<file path="src/driver_regs_consts.svh">
// bit positions, reset values and timing counts of the driver status and fault register bank
//
// Behaviour
// - control word bits 7:6 pick trigger source: internal, external, ext-controlled, software.
// - control word bits 9:8 pick regulator mode, with optional capacitor-voltage tracking.
// - edge-select bit one means rising trigger edge, zero means falling edge.
// - writable bit asks for stored defaults at power-up instead of last configuration.
// - writing one to bit 18 starts a sequence only in software trigger mode.
// - read-only bit 19 shows a software sequence is running.
// - writing one to bit 20 stops the running software sequence.
// - read-only health bit reads zero once any error is present.
// - read-only bit 0 mirrors the enable pin level.
// - bits 1 and 2 both show the same interlock level.
// - lock bit holds device out of operation until enable pin goes low.
// - calibration flag; channel use bits writable only during calibration.
// - host-writable fan mode: zero manual speed, one temperature-driven speed.
// - read-only bit shows integral term off (one) or on (zero).
// - two 32-bit fault words, one marks an error or warning; word two bit 11 reads one when healthy.
// - fault word one flags checksum failures of defaults, config and per-channel calibrations.
// - warning 5 C below shutdown; cooldown flag until 10 C below maximum.
// - per-sensor failure bits 14-21, per-sensor shutdown source bits 22-31.
// - fault word two bit 0: enable already high at startup.
// - fault bit when external trigger repeats faster than allowed.
// - separate fault bits when either interlock input drops during operation.
// - separate fault bits for overcurrent on channel zero and channel one.
// - any error switches pulse output off; enable toggle acknowledges before re-enable.
`ifndef DRIVER_REGS_CONSTS_SVH
`define DRIVER_REGS_CONSTS_SVH

// word selectors on the command port
`define SEL_STATUS 2'h0
`define SEL_FAULT_ONE 2'h1
`define SEL_FAULT_TWO 2'h2

// control/status word bit positions
`define ST_ENABLE 0
`define ST_ILOCK_A 1
`define ST_ILOCK_B 2
`define ST_HEALTHY 3
`define ST_DEFAULTS 4
`define ST_EDGE 5
`define ST_TRIG_LO 6
`define ST_REG_LO 8
`define ST_CAL 10
`define ST_LOCK 11
`define ST_CH0 12
`define ST_CH1 13
`define ST_ENABLED 16
`define ST_SW_PULSE 18
`define ST_RUNNING 19
`define ST_ABORT 20
`define ST_FAN 22
`define ST_INTEGRAL 25

// control reset values
`define RST_DEFAULTS 1'b0
`define RST_EDGE 1'b1
`define RST_TRIG 2'h0
`define RST_REG 2'h0
`define RST_CH_USE 1'b1
`define RST_FAN 1'b0

// fault word two positions
`define F2_STARTUP 0
`define F2_RATE 3
`define F2_HEALTH_LOW 11
`define F2_OCUR0 15
`define F2_OCUR1 16
`define F2_ILOCK_A 19
`define F2_ILOCK_B 20
`define F2_MISC_MASK 32'h0006_7ff6
`define F2_USED_MASK 32'h001f_ffff

// temperature thresholds in degrees C
`define TEMP_SHUTDOWN_C 8'd80
`define TEMP_WARN_MARGIN_C 8'd5
`define TEMP_HYST_C 8'd10

// timing
`define CLK_MHZ 250
`define TRIG_MIN_PERIOD_US 1000
`define TRIG_MIN_CYCLES (`TRIG_MIN_PERIOD_US * `CLK_MHZ)
`define STARTUP_WAIT 2'h3

`endif

</file>
<file path="src/driver_regs_pkg.sv">
// types shared by the driver register bank modules
`default_nettype none
package driver_regs_pkg;
  typedef enum logic [1:0] {TRIG_INTERNAL, TRIG_EXTERNAL, TRIG_EXT_CONTROLLED, TRIG_SOFTWARE} trig_src_t;
  typedef enum logic {SEQ_IDLE, SEQ_RUN} seq_state_t;
endpackage
`default_nettype wire

</file>
<file path="src/driver_ctl_if.sv">
// internal carrier between the register bank and its trigger and sequence helpers
`default_nettype none
interface driver_ctl_if;
  logic edge_rising;
  logic ext_armed;
  logic trig_fire;
  logic rate_evt;
  logic sw_req;
  logic sw_abort;
  logic sw_allowed;
  logic stop;
  logic done;
  logic running;
  logic seq_start;
  logic seq_abort;
  modport bank (output edge_rising, ext_armed, sw_req, sw_abort, sw_allowed, stop, done,
                input trig_fire, rate_evt, running, seq_start, seq_abort);
  modport trig (input edge_rising, ext_armed, output trig_fire, rate_evt);
  modport seq (input sw_req, sw_abort, sw_allowed, stop, done, output running, seq_start, seq_abort);
endinterface
`default_nettype wire

</file>
<file path="src/pulse_driver_status_error_regs.sv">
// control/status word and two fault words of the pulsed diode driver
`include "driver_regs_consts.svh"
`default_nettype none
module pulse_driver_status_error_regs
  import driver_regs_pkg::*;
#(
  parameter int unsigned MIN_GAP_CYCLES = `TRIG_MIN_CYCLES
)(
  // clock and reset
  input wire logic clk,
  input wire logic rstn,
  // command port from the text command parser
  input wire logic cmd_rd,
  input wire logic cmd_wr,
  input wire logic [1:0] cmd_sel,
  input wire logic [31:0] cmd_wdata,
  output logic rsp_valid,
  output logic [31:0] rsp_data,
  // pins
  input wire logic enable_pin,
  input wire logic interlock_a_pin,
  input wire logic interlock_b_pin,
  input wire logic ext_trigger_pin,
  // state from surrounding logic
  input wire logic calibration_active,
  input wire logic integral_term_off,
  input wire logic [5:0] crc_fault_in,
  input wire logic [4:0] misc_fault_one_in,
  input wire logic [7:0] sensor_fail_in,
  input wire logic [9:0] sensor_over_in,
  input wire logic [7:0] hottest_temp_c,
  input wire logic [31:0] misc_fault_two_in,
  input wire logic [1:0] overcurrent_in,
  input wire logic seq_done_in,
  // control outputs
  output logic [1:0] trigger_source_select,
  output logic [1:0] regulator_mode_select,
  output logic trigger_edge_select,
  output logic load_defaults_at_powerup,
  output logic channel_zero_use,
  output logic channel_one_use,
  output logic fan_auto,
  output logic ext_trigger_fire,
  output logic seq_start,
  output logic seq_abort,
  output logic pulse_output_on
);
  driver_ctl_if ctl ();

  logic [2:0] pin_meta_r;
  logic [2:0] pin_s_r;
  logic enable_s;
  logic interlock_s;
  logic interlock_a_s;
  logic interlock_b_s;
  logic enable_last_r;
  logic [1:0] startup_cnt_r;
  logic startup_done;
  logic lock_r;
  logic enabled_r;
  logic ack;
  logic healthy;
  logic [31:0] fault1_r;
  logic [31:0] fault2_r;
  logic [31:0] fault2_set;
  logic over_now;
  logic warn_now;
  logic cool_end;
  logic [31:0] status_word;
  logic st_wr;

  ////////////////////////////////////////////////////////////////////////////////
  // pin synchronisers

  localparam logic [2:0] PIN_RST = 3'h0;

  always_ff @(posedge clk or negedge rstn)
    if (!rstn)
    begin
      pin_meta_r <= PIN_RST;
      pin_s_r <= PIN_RST;
    end
    else
    begin
      pin_meta_r <= {interlock_b_pin, interlock_a_pin, enable_pin};
      pin_s_r <= pin_meta_r;
    end

  assign enable_s = pin_s_r[0];
  assign interlock_a_s = pin_s_r[1];
  assign interlock_b_s = pin_s_r[2];
  assign interlock_s = interlock_a_s & interlock_b_s;

  always_ff @(posedge clk or negedge rstn)
    if (!rstn)
      enable_last_r <= 1'b0;
    else
      enable_last_r <= enable_s;

  // enable low on two samples acknowledges latched errors, so one stray low sample does not
  assign ack = ~enable_s & ~enable_last_r;

  ////////////////////////////////////////////////////////////////////////////////
  // startup capture: wait until the synchroniser holds real pin samples

  always_ff @(posedge clk or negedge rstn)
    if (!rstn)
      startup_cnt_r <= 2'h0;
    else if (startup_cnt_r != `STARTUP_WAIT)
      startup_cnt_r <= startup_cnt_r + 2'h1;

  assign startup_done = (startup_cnt_r == `STARTUP_WAIT);

  ////////////////////////////////////////////////////////////////////////////////
  // writable control fields

  assign st_wr = cmd_wr && (cmd_sel == `SEL_STATUS);

  always_ff @(posedge clk or negedge rstn)
    if (!rstn)
    begin
      load_defaults_at_powerup <= `RST_DEFAULTS;
      trigger_edge_select <= `RST_EDGE;
      trigger_source_select <= `RST_TRIG;
      regulator_mode_select <= `RST_REG;
      fan_auto <= `RST_FAN;
    end
    else if (st_wr)
    begin
      load_defaults_at_powerup <= cmd_wdata[`ST_DEFAULTS];
      trigger_edge_select <= cmd_wdata[`ST_EDGE];
      trigger_source_select <= cmd_wdata[`ST_TRIG_LO +: 2];
      regulator_mode_select <= cmd_wdata[`ST_REG_LO +: 2];
      fan_auto <= cmd_wdata[`ST_FAN];
    end

  // channel use bits silently keep their value outside calibration
  always_ff @(posedge clk or negedge rstn)
    if (!rstn)
    begin
      channel_zero_use <= `RST_CH_USE;
      channel_one_use <= `RST_CH_USE;
    end
    else if (st_wr && calibration_active)
    begin
      channel_zero_use <= cmd_wdata[`ST_CH0];
      channel_one_use <= cmd_wdata[`ST_CH1];
    end

  ////////////////////////////////////////////////////////////////////////////////
  // temperature supervision

  assign over_now = (hottest_temp_c >= `TEMP_SHUTDOWN_C);
  assign warn_now = (hottest_temp_c >= (`TEMP_SHUTDOWN_C - `TEMP_WARN_MARGIN_C));
  assign cool_end = (hottest_temp_c < (`TEMP_SHUTDOWN_C - `TEMP_HYST_C));

  ////////////////////////////////////////////////////////////////////////////////
  // fault word one

  always_ff @(posedge clk or negedge rstn)
    if (!rstn)
      fault1_r <= 32'h0;
    else
    begin
      fault1_r[5:0] <= crc_fault_in;
      fault1_r[6] <= over_now | (fault1_r[6] & ~ack);
      fault1_r[7] <= warn_now;
      // cooldown clears only by temperature, never by acknowledge
      fault1_r[8] <= over_now | (fault1_r[8] & ~cool_end);
      fault1_r[13:9] <= misc_fault_one_in | (fault1_r[13:9] & ~{5{ack}});
      fault1_r[21:14] <= sensor_fail_in;
      if (over_now && !fault1_r[8])
        fault1_r[31:22] <= sensor_over_in;
      else if (!fault1_r[8])
        fault1_r[31:22] <= 10'h0;
    end

  ////////////////////////////////////////////////////////////////////////////////
  // fault word two

  always_comb
  begin
    fault2_set = misc_fault_two_in & `F2_MISC_MASK;
    fault2_set[`F2_STARTUP] = (startup_cnt_r == (`STARTUP_WAIT - 2'h1)) & enable_s;
    fault2_set[`F2_RATE] = ctl.rate_evt;
    fault2_set[`F2_OCUR0] = overcurrent_in[0];
    fault2_set[`F2_OCUR1] = overcurrent_in[1];
    fault2_set[`F2_ILOCK_A] = enabled_r & ~interlock_a_s;
    fault2_set[`F2_ILOCK_B] = enabled_r & ~interlock_b_s;
  end

  // set wins over the acknowledge clear; unused bits never set
  always_ff @(posedge clk or negedge rstn)
    if (!rstn)
      fault2_r <= 32'h0;
    else
      fault2_r <= (fault2_set | (fault2_r & ~{32{ack & startup_done}})) & `F2_USED_MASK;

  assign healthy = (fault1_r[31:8] == 24'h0) && (fault1_r[6:0] == 7'h0) && (fault2_r == 32'h0);

  ////////////////////////////////////////////////////////////////////////////////
  // lock and output enable

  always_ff @(posedge clk or negedge rstn)
    if (!rstn)
      lock_r <= 1'b1;
    else if (!healthy || fault2_set[`F2_STARTUP])
      lock_r <= 1'b1;
    else if (!enable_s && startup_done)
      lock_r <= 1'b0;

  always_ff @(posedge clk or negedge rstn)
    if (!rstn)
      enabled_r <= 1'b0;
    else
      enabled_r <= enable_s & interlock_s & ~lock_r & healthy & startup_done;

  always_ff @(posedge clk or negedge rstn)
    if (!rstn)
      pulse_output_on <= 1'b0;
    else
      pulse_output_on <= enable_s & interlock_s & ~lock_r & healthy & enabled_r;

  ////////////////////////////////////////////////////////////////////////////////
  // helpers

  assign ctl.edge_rising = trigger_edge_select;
  assign ctl.ext_armed = enabled_r && ((trigger_source_select == TRIG_EXTERNAL) ||
                                      (trigger_source_select == TRIG_EXT_CONTROLLED));
  assign ctl.sw_req = st_wr & cmd_wdata[`ST_SW_PULSE];
  assign ctl.sw_abort = st_wr & cmd_wdata[`ST_ABORT];
  assign ctl.sw_allowed = enabled_r && (trigger_source_select == TRIG_SOFTWARE);
  assign ctl.stop = ~enabled_r;
  assign ctl.done = seq_done_in;
  assign ext_trigger_fire = ctl.trig_fire;
  assign seq_start = ctl.seq_start;
  assign seq_abort = ctl.seq_abort;

  trigger_front #(
    .MIN_GAP_CYCLES(MIN_GAP_CYCLES)
  ) u_trig (
    .clk(clk),
    .rstn(rstn),
    .trig_pin(ext_trigger_pin),
    .ctl(ctl.trig)
  );

  sw_sequencer u_seq (
    .clk(clk),
    .rstn(rstn),
    .ctl(ctl.seq)
  );

  ////////////////////////////////////////////////////////////////////////////////
  // read side

  always_comb
  begin
    status_word = 32'h0;
    status_word[`ST_ENABLE] = enable_s;
    status_word[`ST_ILOCK_A] = interlock_s;
    status_word[`ST_ILOCK_B] = interlock_s;
    status_word[`ST_HEALTHY] = healthy;
    status_word[`ST_DEFAULTS] = load_defaults_at_powerup;
    status_word[`ST_EDGE] = trigger_edge_select;
    status_word[`ST_TRIG_LO +: 2] = trigger_source_select;
    status_word[`ST_REG_LO +: 2] = regulator_mode_select;
    status_word[`ST_CAL] = calibration_active;
    status_word[`ST_LOCK] = lock_r;
    status_word[`ST_CH0] = channel_zero_use;
    status_word[`ST_CH1] = channel_one_use;
    status_word[`ST_ENABLED] = enabled_r;
    status_word[`ST_RUNNING] = ctl.running;
    status_word[`ST_FAN] = fan_auto;
    status_word[`ST_INTEGRAL] = integral_term_off;
  end

  // the stage-health bit of word two reads one when healthy
  always_ff @(posedge clk or negedge rstn)
    if (!rstn)
    begin
      rsp_valid <= 1'b0;
      rsp_data <= 32'h0;
    end
    else
    begin
      rsp_valid <= cmd_rd;
      if (cmd_rd)
        unique case (cmd_sel)
          `SEL_STATUS: rsp_data <= status_word;
          `SEL_FAULT_ONE: rsp_data <= fault1_r;
          `SEL_FAULT_TWO: rsp_data <= fault2_r ^ (32'h1 << `F2_HEALTH_LOW);
          default: rsp_data <= 32'h0;
        endcase
    end
endmodule // pulse_driver_status_error_regs
`default_nettype wire

</file>
<file path="src/trigger_front.sv">
// external trigger synchroniser, edge selection and repetition-rate check
`include "driver_regs_consts.svh"
`default_nettype none
module trigger_front
  import driver_regs_pkg::*;
#(
  parameter int unsigned MIN_GAP_CYCLES = `TRIG_MIN_CYCLES
)(
  // clock and reset
  input wire logic clk,
  input wire logic rstn,
  // pin
  input wire logic trig_pin,
  // bank side
  driver_ctl_if.trig ctl
);
  logic [1:0] sync_r;
  logic last_r;
  logic edge_hit;
  logic [19:0] gap_r;
  logic seen_r;

  always_ff @(posedge clk or negedge rstn)
    if (!rstn)
    begin
      sync_r <= 2'h0;
      last_r <= 1'b0;
    end
    else
    begin
      sync_r <= {sync_r[0], trig_pin};
      last_r <= sync_r[1];
    end

  assign edge_hit = ctl.edge_rising ? (sync_r[1] & ~last_r) : (~sync_r[1] & last_r);

  // gap counter saturates so a long idle never wraps into a false rate fault
  always_ff @(posedge clk or negedge rstn)
    if (!rstn)
    begin
      gap_r <= 20'h0;
      seen_r <= 1'b0;
    end
    else if (edge_hit)
    begin
      gap_r <= 20'h0;
      seen_r <= 1'b1;
    end
    else if (gap_r != 20'hf_ffff)
      gap_r <= gap_r + 20'h1;

  always_ff @(posedge clk or negedge rstn)
    if (!rstn)
    begin
      ctl.trig_fire <= 1'b0;
      ctl.rate_evt <= 1'b0;
    end
    else
    begin
      ctl.trig_fire <= edge_hit & ctl.ext_armed;
      ctl.rate_evt <= edge_hit & ctl.ext_armed & seen_r & ({12'h0, gap_r} < 32'(MIN_GAP_CYCLES - 1));
    end
endmodule // trigger_front
`default_nettype wire

</file>
<file path="src/sw_sequencer.sv">
// software-triggered pulse sequence control: start, running state and abort
`include "driver_regs_consts.svh"
`default_nettype none
module sw_sequencer
  import driver_regs_pkg::*;
(
  // clock and reset
  input wire logic clk,
  input wire logic rstn,
  // bank side
  driver_ctl_if.seq ctl
);
  seq_state_t state_r;

  always_ff @(posedge clk or negedge rstn)
    if (!rstn)
    begin
      state_r <= SEQ_IDLE;
      ctl.seq_start <= 1'b0;
      ctl.seq_abort <= 1'b0;
    end
    else
    begin
      ctl.seq_start <= 1'b0;
      ctl.seq_abort <= 1'b0;
      unique case (state_r)
        SEQ_IDLE:
          if (ctl.sw_req && ctl.sw_allowed && !ctl.stop)
          begin
            state_r <= SEQ_RUN;
            ctl.seq_start <= 1'b1;
          end
        SEQ_RUN:
          if (ctl.sw_abort || ctl.stop)
          begin
            state_r <= SEQ_IDLE;
            ctl.seq_abort <= 1'b1;
          end
          else if (ctl.done)
            state_r <= SEQ_IDLE;
      endcase
    end

  assign ctl.running = (state_r == SEQ_RUN);
endmodule // sw_sequencer
`default_nettype wire

</file>
<file path="config.mk">
export PLATFORM = sky130hd
export DESIGN_NAME = pulse_driver_status_error_regs
export DESIGN_NICKNAME = d
export VERILOG_FILES = /design/src/driver_regs_pkg.sv /design/src/driver_ctl_if.sv /design/src/pulse_driver_status_error_regs.sv /design/src/trigger_front.sv /design/src/sw_sequencer.sv
export VERILOG_INCLUDE_DIRS = /design/src /design/src/src
export SDC_FILE = /design/constraint.sdc
export NUM_CORES = 1
export LEC_CHECK = 0
export ABC_CLOCK_PERIOD_IN_PS = 5100
export BUFFER_PORTS_ARGS = -buffer_cell sky130_fd_sc_hd__clkbuf_2
export CAP_MARGIN = 25
export CORE_UTILIZATION = 56
export CTS_CLUSTER_DIAMETER = 100
export DETAILED_ROUTE_END_ITERATION = 10
export PLACE_DENSITY = 0.83
export SLEW_MARGIN = 20
export SYNTH_ARGS = -nofsm -noshare
export SYNTH_HDL_FRONTEND = slang
export SYNTH_SLANG_ARGS = --single-unit
</file>
<file path="constraint.sdc">
create_clock -name clk -period 5.1 [get_ports clk]
set_clock_uncertainty 0.15 [all_clocks]
set_input_delay 0 -clock clk [delete_from_list [all_inputs] [get_ports clk]]
set_output_delay 0 -clock clk [all_outputs]
set_load 0.005 [all_outputs]
</file>
==> flow_summary.json, run 1 <==
{
  "status": "completed",
  "grt_pass1_wl_mm": 29.5,
  "synthMuxAreaShare_pct": 4.58,
  "cts.path.max_buffers": 2,
  "power_density_mw_per_mm2": 355,
  "worstHoldPathType": "in -> reg",
  "path_clk_slew_ps": 60,
  "netlist.top_cell.by_area": "dfrtp_1",
  "syn_nets": 625,
  "pre_cts_slack_ps": 2880,
  "drt_iter0_markers": 421,
  "crit_arrival_ps": 2940,
  "drc_errors": 0,
  "clockRootBuffer": "clkbuf_8",
  "synthTopCellsByCount": "132 x dfrtp_1, 46 x nor2_1, 43 x nand2_1, 40 x a21oi_1, 26 x o21ai_0",
  "drv_slew": 0,
  "h-tree-depth": 4,
  "relSlewSlack_pct": 34.0,
  "synth_compound_area_share_pct": 16.3,
  "crit_required_ps": 5360,
  "ant_nets": 0,
  "grt_start_max_net_pins": 73,
  "cts_setup_buffers": 0,
  "critPathMaxFanout": 22,
  "cp-end-kind": "flop",
  "path_cells": "clkbuf_2, nor3b_2, nand2_1, dlygate4sd3_1, a41o_1, dlygate4sd3_1",
  "period_minus_slack_ps": 2680,
  "report.power.total_mw": 2.85,
  "tightest_slew_ps": 986,
  "synth_top_family_by_area": "compound AO/OA/AOI/OAI gates",
  "via_per_inst": 6.19,
  "synthToLayoutAreaGrowth_pct": 41.0,
  "rows": 36,
  "pin_count": 162,
  "cts_resized": 0,
  "die_y_um": 103,
  "synth-xor-area-share_pct": 0.154,
  "wl_mm": 19.1,
  "gp_congestion": 0.893,
  "wire_per_inst_um": 21.8,
  "dp_hpwl_mm": 9.96,
  "setup_tns_ps": 0,
  "crit_family": "buffers and inverters",
  "ys_top_cells_by_area": "dfrtp_1 58%, a21oi_1 3.5%, a21o_1 3.3%, nor2_1 3.0%, nand2_1 2.8%",
  "final_util_pct": 81.9,
  "layout-drive-gt1-share_pct": 25.3,
  "first_global_vias": 5590,
  "synth-main-ff-cell": "dfrtp_1",
  "grt_antenna_before_repair": 0,
  "fmax_ghz": 0.373,
  "synth_top_area_share_pct": 57.9,
  "yosys.area_share.simple_pct": 15.9,
  "path_class": "in -> reg",
  "async_flop_share_pct": 100,
  "path_buf_inv": 3,
  "core_mm2": 0.00982,
  "yosys_warnings": 0,
  "setup_ws_ps": 2420,
  "avgSynthCellArea_um2": 11.3,
  "ys_ff_latch": 136,
  "overflow": 0,
  "die_x_um": 103,
  "grtUsageTotal_pct": 38.3,
  "hold_ws_ps": 30.5,
  "tritoncts": "built",
  "io_buffers": 123,
  "n_antenna_cell": 0,
  "die_area_mm2": 0.0106,
  "cp-start-kind": "primary input",
  "ys_seq_area_share_pct": 59.7,
  "rsz0062_at_grt": "false",
  "clock_sinks": 136,
  "fin_crit_sh_pct": 52.6,
  "start_util_pct": 58.1,
  "dr.pass1.iters": 7,
  "synth.most_common_cell": "dfrtp_1",
  "drv_cap": 0,
  "synth_edf_count": 0,
  "numCtsBuffers": 17,
  "slowest_stage": "nor3b_2",
  "ctsHoldBuffers": 104,
  "irDropWorstVdd_mv": 0.269,
  "max_stage_delay_ps": 950,
  "num_vias": 5425,
  "final_hold_viol_count": 0,
  "setup_viol": 0,
  "cp_common_cell": "dlygate4sd3_1",
  "p_leak_nw": 3.70,
  "fin_nets": 850,
  "synth-adder-area-share_pct": 0.877,
  "clock_latency_ps": 530,
  "syn-cell-area_mm2": 0.00571,
  "synth_cells": 505,
  "synth_cell_types": 63
}
[logic make-up (layout without fill, tap and decap cells)]
logic type,count (synthesis),after routing
DFF,136,136
adders and majority gates,4,4
buffers and inverters,34,272
and+or+nand+nor,166,166
xor gates and xnor gates,1,1
muxes,25,25
AOI/OAI and AO/OA,139,139
[power by group]
| group | internal [mW] | leakage, nW | switching, mW | total, mW |
|---|---|---|---|---|
| logic | 0.191 | 1.79 | 0.179 | 0.370 |
| clock network | 0.723 | 0.274 | 0.491 | 1.21 |
| registers | 1.17 | 1.63 | 0.100 | 1.27 |
[cell usage in the layout (no fill, tap or decap), types with 3 or more instances in the layout]
cell           instances
dlygate4sd3_1        104
a211oi_1               3
a31oi_1                4
dfrtp_1              132
or2_2                  3
a21o_1                25
nand4_1                7
a2111o_1               5
clkbuf_2             122
o21ai_0               26
inv_1                  9
a21oi_1               40
mux2i_1               16
nand3_1               10
a221oi_1               6
dfstp_2                4
a22o_1                 9
nor4_1                11
or3_1                  3
clkinv_2               3
nand2_1               43
clkinvlp_4             3
nor4_2                 4
mux2_2                 9
nor2_1                46
and3_1                 4
a31o_2                 3
ha_1                   4
clkbuf_16             16
and4_1                 5
nor3_1                 8
or4_1                  3
clkbuf_8               3
[flip-flops by register name, summed over array words and instances, names as in the netlist, 2 cells and up]
register,count
pin_meta_r,3
u_trig.sync_r,2
fault1_r,32
startup_cnt_r,2
u_trig.gap_r,20
regulator_mode_select,2
fault2_r,21
trigger_source_select,2
rsp_data,32
pin_s_r,3
[through the flow]
stage,cells,instance area (µm²)
2_1_floorplan,505,5710
3_3_place_gp,739,6400
3_5_place_dp,739,6400
4_1_cts,875,8030
5_1_grt,876,8040
6_report,876,8040
[layout make-up]
cell class                      count  area [µm²]
Sequential cell                   136        3410
Tap cell                          133         166
Inverter                           10        37.5
Multi-Input combinational cell    335        2150
Clock inverter                     11         124
Timing Repair Buffer              230        1710
Fill cell                         543        1780
Clock buffer                       21         449
[worst paths after layout]
check                                      end         startpoint  slack (ps)  depth (start not counted)
setup / recovery             u_seq.ctl.running         cmd_sel[0]        2420                          6
hold / removal                    fault1_r[19]  sensor_fail_in[5]          30                          2
setup reg to reg                   rsp_data[3]        fault1_r[8]        2760                          4
hold reg to reg               u_trig.sync_r[1]   u_trig.sync_r[0]         200                          0
max in group asynchronous         rsp_data[12]               rstn        3500                          4
min in group asynchronous  trigger_edge_select               rstn         410                          3
[layer usage]
layer / vias up / global-route usage (%) / part of all wire, %
li1: 2316 / - / -
met3: 104 / 11.3 / 8.1
met5: - / 0 / 0
met2: 366 / 64.1 / 51
met1: 2639 / 43.7 / 35
met4: 0 / 23.3 / 5.5
Power figures use the tool's default switching activity.
==> run 2, diff against run 1 <==
ABC_CLOCK_PERIOD_IN_PS = 2700   (was 5100)
CORE_UTILIZATION = 52   (was 56)
PLACE_DENSITY = 0.78   (was 0.83)
clock period = 2.7 ns   (was 5.1 ns; I/O delays follow)
==> run 2 against run 1 <==
Against the previous run: sequential power rose by 88%; worst hold slack lost 2.5 ps; setup slack worse by 2100 ps; power grew 86%; global-route usage shrank 3.3 points; combinational power rose by 95%; critical endpoint is now u_trig.gap_r[0]; first-iteration DRC count is 9.5% higher; sequential share of layout area shrank 0.21 points.
==> flow_summary.json, run 2 (synthesis gave the netlist of run 1 again) <==
{
  "place_inst": 748,
  "endpoint": "u_trig.gap_r[0]",
  "cp-start-kind": "flop",
  "period_minus_slack_ps": 2420,
  "first_global_vias": 5638,
  "core_mm2": 0.0105,
  "grtUsageTotal_pct": 35.1,
  "mostFrequentLayoutCells": "132 x dfrtp_1, 122 x clkbuf_2, 108 x dlygate4sd3_1",
  "critPathMaxFanout": 17,
  "startpoint": "u_trig.gap_r[1]",
  "crit_required_ps": 2990,
  "path_clk_slew_ps": 60,
  "grt_antenna_before_repair": 0,
  "drc_errors": 0,
  "fmax_ghz": 0.412,
  "die_y_um": 107,
  "reg.largest.list": "fault1_r x32, rsp_data x32, fault2_r x21",
  "rows": 37,
  "gp_congestion": 0.879,
  "tritoncts": "built",
  "relSlewSlack_pct": 42.0,
  "final_cells": 887,
  "final_common_cell": "dfrtp_1",
  "start_util_pct": 54.5,
  "timing.rr.start": "u_trig.gap_r[1]",
  "synthToLayoutAreaGrowth_pct": 41.7,
  "path_class": "reg -> reg",
  "status": "completed",
  "clock_sinks": 136,
  "cts_setup_buffers": 0,
  "clockRootBuffer": "clkbuf_8",
  "layout-drive-gt1-share_pct": 25.6,
  "die_area_mm2": 0.0114,
  "worst_r2r_endpoint": "u_trig.gap_r[0]",
  "cts.path.max_buffers": 2,
  "setup_viol": 0,
  "drv_cap": 0,
  "crit_arrival_ps": 2710,
  "grt_pass1_wl_mm": 29.6,
  "wire_per_inst_um": 21.2,
  "rsz0062_at_grt": "false",
  "io_buffers": 123,
  "irDropWorstVdd_mv": 0.751,
  "cp-end-kind": "flop",
  "ant_nets": 0,
  "drt_iter0_markers": 461,
  "dr.pass1.iters": 8,
  "overflow": 0,
  "reg2reg_slack_ps": 280,
  "tightest_slew_ps": 863,
  "via_per_inst": 6.06,
  "power_density_mw_per_mm2": 657,
  "min-delay-start": "sensor_fail_in[5]",
  "h-tree-depth": 4,
  "wl_mm": 18.8,
  "hold_path_depth": 2,
  "worstHoldPathType": "in -> reg",
  "num_vias": 5373,
  "cts_resized": 0,
  "nFillCells": 625,
  "ctsHoldBuffers": 108,
  "clock_latency_ps": 530,
  "pin_count": 162,
  "grt_start_max_net_pins": 77,
  "final_hold_viol_count": 0,
  "n_antenna_cell": 0,
  "fin_nets": 859,
  "setup_tns_ps": 0,
  "fin_crit_sh_pct": 89.8,
  "p_leak_nw": 3.71,
  "drv_slew": 0,
  "numCtsBuffers": 17,
  "die_x_um": 107,
  "dp_hpwl_mm": 10.2,
  "worstRegToRegCells": 5
}
[run 2: changes by cell type in the layout (fill, tap and decap cells not counted)]
cell           before  now
buf_4               2    8
dlygate4sd3_1     104  108
clkbuf_8            3    1
clkinvlp_4          3    5
buf_16              1    0
inv_6               1    0
[run 2: metal layers]
layer | vias up | GRT usage [%] | routed length (µm)
met5 | - | 0.476 | 0
li1 | 2329 | - | -
met1 | 2646 | 40.4 | 6820
met2 | 305 | 60.1 | 9760
met3 | 93 | 8.33 | 1300
met4 | 0 | 19.6 | 954
[run 2: worst min-delay path by stage]
stage,end
after floorplan,enable_last_r
after detailed placement,rsp_data[0]
after CTS,fault1_r[19]
final,fault1_r[19]
after global placement,rsp_data[0]
after global routing,fault1_r[19]
[run 2: cell type report]
cell class | count | area [µm²] | share of cell area (%)
clock buffers | 19 | 422 | 5.22
clock inverters | 12 | 130 | 1.61
inverters | 10 | 37.5 | 0.464
multi-input cells | 335 | 2150 | 26.6
flip-flops and latches | 136 | 3410 | 42.2
well taps | 136 | 170 | 2.10
repair buffers | 239 | 1760 | 21.8
[run 2: worst max-delay path: stages (launching register included)]
cell	delay, ps
dfrtp_1	420
ha_1	250
nand4_1	280
nor4_4	730
a21boi_0	270
nor3_1	240
[run 2: report_power, final]
part | internal [mW] | total (mW) | switching [mW]
sequential | 2.21 | 2.39 | 0.177
clock | 1.30 | 2.20 | 0.894
combinational | 0.369 | 0.723 | 0.354
[run 2: stage by stage]
stage	hold WS [ps]	instance area [µm²]	power (mW)	setup slack (ps)	utilization, %
finish	28.1	8080	5.31	275	77.3
global route	2.68	8080	5.47	143	77.3
CTS	12.8	8080	5.22	380	77.3
detailed placement	-78.1	6450	2.92	433	61.7
global placement	-85.0	6450	2.89	577	61.7
floorplan	-446	5710	2.63	860	-
